===== src/pkg/ubd_regs.vh =====
/*
  offsets, field positions, reset values and counts of the uart baud
  divisor register block; assumes a 32-bit avalon-mm slave with byte
  addresses, one aligned word per register, data in the low byte
*/
`ifndef UBD_REGS_VH
`define UBD_REGS_VH

// ****************************************
// register byte offsets
// ****************************************
`define UBD_OFS_DIV_LOW 4'h0
`define UBD_OFS_DIV_HIGH 4'h4
`define UBD_OFS_MODE 4'h8
`define UBD_OFS_FRAME_VIEW 4'hC

// ****************************************
// field positions
// ****************************************
`define UBD_SEL_BIT 7
`define UBD_HIGH_MSB 3
`define UBD_FRM_SYNC_BIT 6
`define UBD_MODE_DSPEED_BIT 0

// ****************************************
// reset values
// ****************************************
`define UBD_RST_DIV_LOW 8'h00
`define UBD_RST_DIV_HIGH 4'h0
`define UBD_RST_FRAME 7'h06
`define UBD_RST_MODE 1'b0

// ****************************************
// oversampling counts (terminal values)
// ****************************************
`define UBD_OVS_NORMAL_LAST 4'hF
`define UBD_OVS_DOUBLE_LAST 4'h7

`endif


===== src/ubd_baud_divisor.v =====
/*
  baud-rate divisor register pair of a serial port with its prescaler
  and bit-rate generator, reached over avalon-mm with waitrequest.
  assumes one clock (mclk_i, 250 MHz) and an asynchronous active-low
  reset; frame-control storage is the target of writes that land on
  the shared location with the select bit set, reads back at the
  frame view offset and gates double speed through its sync bit.
*/
`timescale 1ns/100ps
`include "ubd_regs.vh"

// Contract
// - the divisor high byte shares its location with the frame-control register and the written select bit picks the target.
// - reading the divisor high byte returns zero in the select bit.
// - the 12-bit divisor takes its upper four bits from the high byte and its lower eight from the low byte.
// - writing the low byte reloads the prescaler at once with the new divisor.
// - with double speed set in asynchronous mode the oversampling factor is eight instead of sixteen.
module ubd_baud_divisor (
  // clock and reset
  input wire mclk_i,
  input wire rst_n_i,
  // avalon-mm slave
  input wire [3:0] avs_address_i,
  input wire avs_read_i,
  input wire avs_write_i,
  input wire [31:0] avs_writedata_i,
  input wire [3:0] avs_byteenable_i,
  output reg [31:0] avs_readdata_o,
  output reg avs_waitrequest_o,
  // baud generator
  output reg [11:0] baud_divisor_o,
  output reg double_speed_o,
  output reg [6:0] frame_control_o,
  output reg sample_tick_o,
  output reg bit_tick_o
);

  // ****************************************
  // register storage
  // ****************************************
  reg [7:0] div_low;
  reg [3:0] div_high;
  reg [6:0] frame_ctrl;
  reg double_speed_bit;
  reg [11:0] prescale_cnt;
  reg [3:0] ovs_cnt;

  wire req;
  wire commit;
  wire lane0;
  wire wr_low;
  wire wr_shared;
  wire wr_mode;
  wire sel_frame;
  wire dspeed_eff;
  wire [3:0] ovs_last;
  wire [11:0] divisor;
  wire [11:0] new_divisor;
  reg [31:0] next_readdata;

  assign req = avs_read_i | avs_write_i;
  // the transfer completes on the edge where waitrequest is seen low
  assign commit = req & ~avs_waitrequest_o;
  assign lane0 = avs_byteenable_i[0];
  assign wr_low = commit & avs_write_i & lane0 & (avs_address_i == `UBD_OFS_DIV_LOW);
  assign wr_shared = commit & avs_write_i & lane0 & (avs_address_i == `UBD_OFS_DIV_HIGH);
  assign wr_mode = commit & avs_write_i & lane0 & (avs_address_i == `UBD_OFS_MODE);
  assign sel_frame = avs_writedata_i[`UBD_SEL_BIT];
  assign divisor = {div_high, div_low};
  assign new_divisor = {div_high, avs_writedata_i[7:0]};
  // double speed has no meaning in synchronous mode
  assign dspeed_eff = double_speed_bit & ~frame_ctrl[`UBD_FRM_SYNC_BIT];
  assign ovs_last = dspeed_eff ? `UBD_OVS_DOUBLE_LAST : `UBD_OVS_NORMAL_LAST;

  // ****************************************
  // bus handshake: one wait state per transfer
  // ****************************************
  always @(posedge mclk_i or negedge rst_n_i) begin
    if (!rst_n_i) begin
      avs_waitrequest_o <= 1'b1;
    end else if (req && avs_waitrequest_o) begin
      avs_waitrequest_o <= 1'b0;
    end else begin
      avs_waitrequest_o <= 1'b1;
    end
  end

  // ****************************************
  // read mux, registered ahead of the wait state's release
  // ****************************************
  always @* begin
    next_readdata = 32'h00000000;
    case (avs_address_i)
      `UBD_OFS_DIV_LOW: begin
        next_readdata[7:0] = div_low;
      end
      `UBD_OFS_DIV_HIGH: begin
        // select and reserved bits read as zero
        next_readdata[`UBD_HIGH_MSB:0] = div_high;
      end
      `UBD_OFS_MODE: begin
        next_readdata[`UBD_MODE_DSPEED_BIT] = double_speed_bit;
      end
      `UBD_OFS_FRAME_VIEW: begin
        next_readdata[`UBD_SEL_BIT] = 1'b1;
        next_readdata[6:0] = frame_ctrl;
      end
      default: begin
        next_readdata = 32'h00000000;
      end
    endcase
  end

  always @(posedge mclk_i or negedge rst_n_i) begin
    if (!rst_n_i) begin
      avs_readdata_o <= 32'h00000000;
    end else if (avs_read_i && avs_waitrequest_o) begin
      avs_readdata_o <= next_readdata;
    end
  end

  // ****************************************
  // register writes
  // ****************************************
  always @(posedge mclk_i or negedge rst_n_i) begin
    if (!rst_n_i) begin
      div_low <= `UBD_RST_DIV_LOW;
      div_high <= `UBD_RST_DIV_HIGH;
      frame_ctrl <= `UBD_RST_FRAME;
      double_speed_bit <= `UBD_RST_MODE;
    end else begin
      if (wr_low) begin
        div_low <= avs_writedata_i[7:0];
      end
      // shared location: select bit steers the write
      if (wr_shared && sel_frame) begin
        frame_ctrl <= avs_writedata_i[6:0];
      end
      if (wr_shared && !sel_frame) begin
        // reserved bits 6:4 are not stored
        div_high <= avs_writedata_i[`UBD_HIGH_MSB:0];
      end
      if (wr_mode) begin
        double_speed_bit <= avs_writedata_i[`UBD_MODE_DSPEED_BIT];
      end
    end
  end

  // ****************************************
  // prescaler and oversampling divider
  // ****************************************
  // a new divisor in the middle of a frame distorts that frame;
  // nothing here guards against it
  always @(posedge mclk_i or negedge rst_n_i) begin
    if (!rst_n_i) begin
      prescale_cnt <= 12'h000;
      ovs_cnt <= 4'h0;
      sample_tick_o <= 1'b0;
      bit_tick_o <= 1'b0;
    end else if (wr_low) begin
      // reload now, not at the end of the running period
      prescale_cnt <= new_divisor;
      ovs_cnt <= 4'h0;
      sample_tick_o <= 1'b0;
      bit_tick_o <= 1'b0;
    end else if (prescale_cnt == 12'h000) begin
      // one sample tick every divisor+1 clocks
      prescale_cnt <= divisor;
      sample_tick_o <= 1'b1;
      if (ovs_cnt >= ovs_last) begin
        ovs_cnt <= 4'h0;
        bit_tick_o <= 1'b1;
      end else begin
        ovs_cnt <= ovs_cnt + 4'h1;
        bit_tick_o <= 1'b0;
      end
    end else begin
      prescale_cnt <= prescale_cnt - 12'h001;
      sample_tick_o <= 1'b0;
      bit_tick_o <= 1'b0;
    end
  end

  // ****************************************
  // registered status outputs
  // ****************************************
  always @(posedge mclk_i or negedge rst_n_i) begin
    if (!rst_n_i) begin
      baud_divisor_o <= 12'h000;
      double_speed_o <= 1'b0;
      frame_control_o <= `UBD_RST_FRAME;
    end else begin
      baud_divisor_o <= divisor;
      double_speed_o <= dspeed_eff;
      frame_control_o <= frame_ctrl;
    end
  end

endmodule


===== config.mk =====
export PLATFORM = sky130hd
export DESIGN_NAME = ubd_baud_divisor
export DESIGN_NICKNAME = d
export VERILOG_FILES = /design/src/ubd_baud_divisor.v
export VERILOG_INCLUDE_DIRS = /design/src /design/src/pkg
export SDC_FILE = /design/constraint.sdc
export NUM_CORES = 1
export LEC_CHECK = 0
export ABC_AREA = 1
export ABC_CLOCK_PERIOD_IN_PS = 2320
export BUFFER_PORTS_ARGS = -buffer_cell sky130_fd_sc_hd__buf_2
export CORE_ASPECT_RATIO = 0.75
export CORE_MARGIN = 2
export CORE_UTILIZATION = 45
export CTS_CLUSTER_SIZE = 16
export DETAILED_ROUTE_END_ITERATION = 8
export PLACE_DENSITY_LB_ADDON = 0.25
export SETUP_SLACK_MARGIN = 0.02
export SYNTH_ARGS = -nofsm -noshare
export SYNTH_HDL_FRONTEND = slang
export SYNTH_SLANG_ARGS = --single-unit
export TNS_END_PERCENT = 1

===== constraint.sdc =====
create_clock -name mclk_i -period 2.32 [get_ports mclk_i]
set_clock_uncertainty 0.05 [all_clocks]
set_input_delay 0.232 -clock mclk_i [delete_from_list [all_inputs] [get_ports mclk_i]]
set_output_delay 0.232 -clock mclk_i [all_outputs]
set_load 0.02 [all_outputs]

==> out/summary.md <==
After floorplanning, the core was divided into 26 placement rows. Setup violations remaining at the end of the flow were counted as 0. The post-route antenna net violation count was 0. The logs give 0 for the diode insertion count for antenna repair and 0 for the yosys synthesis warning count. The average instance area after synthesis is 9.15 µm², and the core area is 6830 µm².

The critical path in this run is classified as flip-flop to flip-flop. Relative contribution of sequential cells to total power: 50.9%. At the end of the flow, the number of nets in the layout was 454. Combinational logic is responsible for 21.3% of the overall power. Dividing the detail-routed via count by the number of cells gives 4.74. Adding up every negative setup slack in the final design gives 0 ns.

For the netlist area before placement, the log shows 3190 µm². The first-pass GRT wire length is 10700 µm. Across the VDD grid, the largest voltage drop is 398 µV.

The cell type with the highest aggregate area in the netlist is sky130_fd_sc_hd__dfrtp_1. The final cell utilization of the core is 52.9%, and the DRC violation count after routing is 0. STA classifies the critical path endpoint as a flip-flop. Net switching is 34.3% of the power. Detailed routing inserted a total of 2346 vias. Leakage power: 1.94 nW. For this run the aggregate overflow at the end of global routing stands at 0.

In this run, post-CTS repair resized a total of 0 instances. The run gives 2.52 ns as the required time of the worst setup path. TritonCTS built the clock tree. Ratio of total power to cell area: 829 nW/µm².

The worst register-to-register path begins at prescale_cnt[0]$_DFF_PN0_. For the largest buffer count on any clock path, the log shows 2. The half-perimeter wire length of the detailed placement result is 4600 µm, and the clock slew at the register clock pins of the worst setup and hold paths is 0.07 ns. For the deepest level of the CTS H-tree, the log shows 3.

The die is 76.9 µm tall. The via count of the first global-routing pass was 2165. The proportion of register bits with asynchronous set or reset after synthesis was 100%. Summed over all layers, the routed wires come to 6270 µm. The worst register-to-register path ends at prescale_cnt[11]$_DFF_PN0_.

The share of synthesized area in the top cell type comes to 48.6%. The worst pin sits at a relative slew slack of 60.7%. TritonCTS created 9 clock buffers. The largest net degree at the start of global routing was 43. The post-route clock period utilization is 67.7%, and the post-placement cell count is 477. Power comes to 3.00 mW. After detailed routing, the average wire length per cell comes to 12.7 µm.

For this configuration, the core starts out at a cell density of 46.7%. Synthesis produced a netlist whose cell count is 349. The path class of the tightest hold or removal check is primary input to flip-flop. The origin of the worst min-delay path was avs_write_i. The count of flip-flops with a built-in enable after synthesis is 0, and the arrival time of data at the critical path endpoint is 1.77 ns. Sorting the synthesized cells by area gives the leading types as sky130_fd_sc_hd__dfrtp_1, sky130_fd_sc_hd__nand2_1, sky130_fd_sc_hd__buf_4. The most frequently used flop master after synthesis is sky130_fd_sc_hd__dfrtp_1. The synthesized netlist contains 36 unique library cells.

The violation count after the first detailed-route iteration was 96. The path with the worst hold slack has its endpoint at avs_waitrequest_o$_DFF_PN1_. For this design the top-level I/O count stands at 99. The source-to-sink clock delay at the later pin of the worst-skew pair was 0.35 ns.

Input and output buffers added on the ports amount to 47. The minimum period implied by the final worst setup slack works out to 1.57 ns. At the end of routability-driven placement, the weighted congestion stood at 0.829. For the number of antenna violations at the first check in global routing, the log shows 0.

The nature of the critical path startpoint was a flip-flop. Once routing completed, OpenROAD measured the worst setup slack at 0.749 ns. For the cell internal power dissipation, the log shows 1.97 mW. The worst hold path cell count is 2. The tools report the max-slew violation total from the final report as 0.

The cell sitting at the root of the clock tree is a sky130_fd_sc_hd__clkbuf_8. The final cell count without fillers was 495. The transition time at the pin with the least slew margin works out to 0.590 ns.

The area of the die was 7790 µm²; the timing-limited maximum frequency was 637 MHz. For this run, the detailed router's first-pass iteration total came to 4. The logs give 1.03 mW for the net switching power figure and 0 for the max-cap check violation count. The logs give 0 for the final hold violation count and 0.754 ns for the worst-case setup slack after placement.

The layout overhead on the synthesized area is 13.3%, and the maximum fanout encountered on the critical timing path is 12. For the worst flop-to-flop path, the logic depth is 10. The flow ran to the end, and the final reports show no timing, DRC or antenna violations. The fraction of layout cells with a size suffix above 1 is 25.5%, and the number of clock sinks is 67.

The worst register-to-register path has a setup slack of 0.75 ns. The post-synthesis sequential area ratio came out at 52.7%. In this run, the clock network consumes 27.8% of the power. The synthesized flop and latch total is 67, and the floorplan die width is 101 µm. The global-route total usage across every layer is 18.1%.

Setup repair after global routing left no endpoint under its margin.
==> per-stage QoR <==
| step | hold slack (ns) | instance area (µm²) |
|---|---|---|
| 4_1_cts | 0.00499 | 3620 |
| 5_1_grt | 0.00880 | 3620 |
| 3_5_place_dp | 0.212 | 3430 |
| 6_report | 0.0160 | 3620 |
| 3_3_place_gp | 0.214 | 3430 |
| 2_1_floorplan | -0.114 | 3280 |
==> placed cells by master, fill, tap and decap left out, types with 3 or more instances in the layout <==
cell,n
sky130_fd_sc_hd__buf_2,47
sky130_fd_sc_hd__clkbuf_8,9
sky130_fd_sc_hd__clkinv_2,3
sky130_fd_sc_hd__clkinvlp_4,4
sky130_fd_sc_hd__conb_1,24
sky130_fd_sc_hd__dfrtp_1,62
sky130_fd_sc_hd__dfstp_2,5
sky130_fd_sc_hd__ha_1,4
sky130_fd_sc_hd__inv_1,33
sky130_fd_sc_hd__inv_2,5
sky130_fd_sc_hd__nand2_1,89
sky130_fd_sc_hd__nand3_1,22
sky130_fd_sc_hd__nor2_1,28
sky130_fd_sc_hd__nor2_2,9
sky130_fd_sc_hd__nor2_4,3
sky130_fd_sc_hd__o21ai_0,11
sky130_fd_sc_hd__o21ai_1,14
sky130_fd_sc_hd__o21ai_2,6
sky130_fd_sc_hd__xnor2_1,4
==> state kept, by name, summed over array words and instances (netlist names) <==
name	count
baud_divisor_o	12
double_speed_o	1
div_low	8
avs_readdata_o	8
ovs_cnt	4
frame_control_o	7
double_speed_bit	1
frame_ctrl	7
div_high	4
sample_tick_o	1
bit_tick_o	1
prescale_cnt	12
avs_waitrequest_o	1
==> worst max path at each step <==
stage | startpoint | end | slack, ns | cells after the start
after CTS | prescale_cnt[0]$_DFF_PN0_ | ovs_cnt[1]$_DFFE_PN0P_ | 0.74 | 8
after floorplan | prescale_cnt[0]$_DFF_PN0_ | prescale_cnt[10]$_DFF_PN0_ | 0.86 | 10
after detailed placement | prescale_cnt[0]$_DFF_PN0_ | prescale_cnt[11]$_DFF_PN0_ | 0.75 | 10
after global placement | prescale_cnt[0]$_DFF_PN0_ | prescale_cnt[11]$_DFF_PN0_ | 0.78 | 10
after global routing | prescale_cnt[0]$_DFF_PN0_ | prescale_cnt[11]$_DFF_PN0_ | 0.58 | 10
final | prescale_cnt[0]$_DFF_PN0_ | prescale_cnt[11]$_DFF_PN0_ | 0.75 | 10
==> cell usage after synthesis (3+ instances only) <==
cell / count
sky130_fd_sc_hd__nor2_1: 28
sky130_fd_sc_hd__inv_2: 5
sky130_fd_sc_hd__buf_4: 24
sky130_fd_sc_hd__xnor2_1: 4
sky130_fd_sc_hd__o21ai_0: 11
sky130_fd_sc_hd__nor2_2: 9
sky130_fd_sc_hd__dfrtp_1: 62
sky130_fd_sc_hd__ha_1: 4
sky130_fd_sc_hd__nor2_4: 3
sky130_fd_sc_hd__dfstp_2: 5
sky130_fd_sc_hd__inv_1: 33
sky130_fd_sc_hd__o21ai_1: 14
sky130_fd_sc_hd__nand3_1: 22
sky130_fd_sc_hd__nand2_1: 89
sky130_fd_sc_hd__o21ai_2: 6
==> cell type report <==
cell class              count  area (µm²)
fillers                   644        3220
flip-flops and latches     67        1680
multi-input cells         239        1230
repair buffers             50         275
inverters                  39         154
clock buffers               9         124
well taps                  84         105
clock inverters             7        45.0
==> worst max-delay path: stages (launching register included) <==
cell,delay [ns]
sky130_fd_sc_hd__dfrtp_1,0.37
sky130_fd_sc_hd__inv_1,0.09
sky130_fd_sc_hd__ha_1,0.22
sky130_fd_sc_hd__inv_1,0.07
sky130_fd_sc_hd__nor2_1,0.04
sky130_fd_sc_hd__nand3_1,0.06
sky130_fd_sc_hd__nor2_1,0.06
sky130_fd_sc_hd__nor2_4,0.26
sky130_fd_sc_hd__nand3_1,0.13
sky130_fd_sc_hd__nand2_1,0.08
sky130_fd_sc_hd__inv_1,0.04
==> kinds of logic after synthesis <==
logic type	count (synthesis)	share of synthesized area (%)
xor+xnor	6	1.65
simple gates	165	25.1
buf+inv	66	11.4
compound gates	40	7.41
fa+ha+maj	4	1.57
other cells	1	0.117
flops	67	52.7
==> power by group through the flow <==
stage          Combinational [mW]  Sequential, mW  Clock, mW
2_1_floorplan               0.434            1.57          0
3_3_place_gp                0.627            1.54          0
3_5_place_dp                0.643            1.54          0
4_1_cts                     0.646            1.52      0.858
5_1_grt                     0.734            1.55      0.916
6_report                    0.639            1.52      0.833
==> metal layers <==
layer  track usage (%)  up-vias  routed length, µm
met4              6.22        0                 98
met2              23.9       76               2540
li1                  -     1166                  -
met5                 0        -                  0
met1              26.7     1095               3200
met3              7.11        9                429
==> timing repair <==
action / CTS / global route
buffers inserted: 0 / 0
endpoints found under the hold margin: 26 / 0
hold buffers: 2 / 0
(Power assumes the default switching activity.)
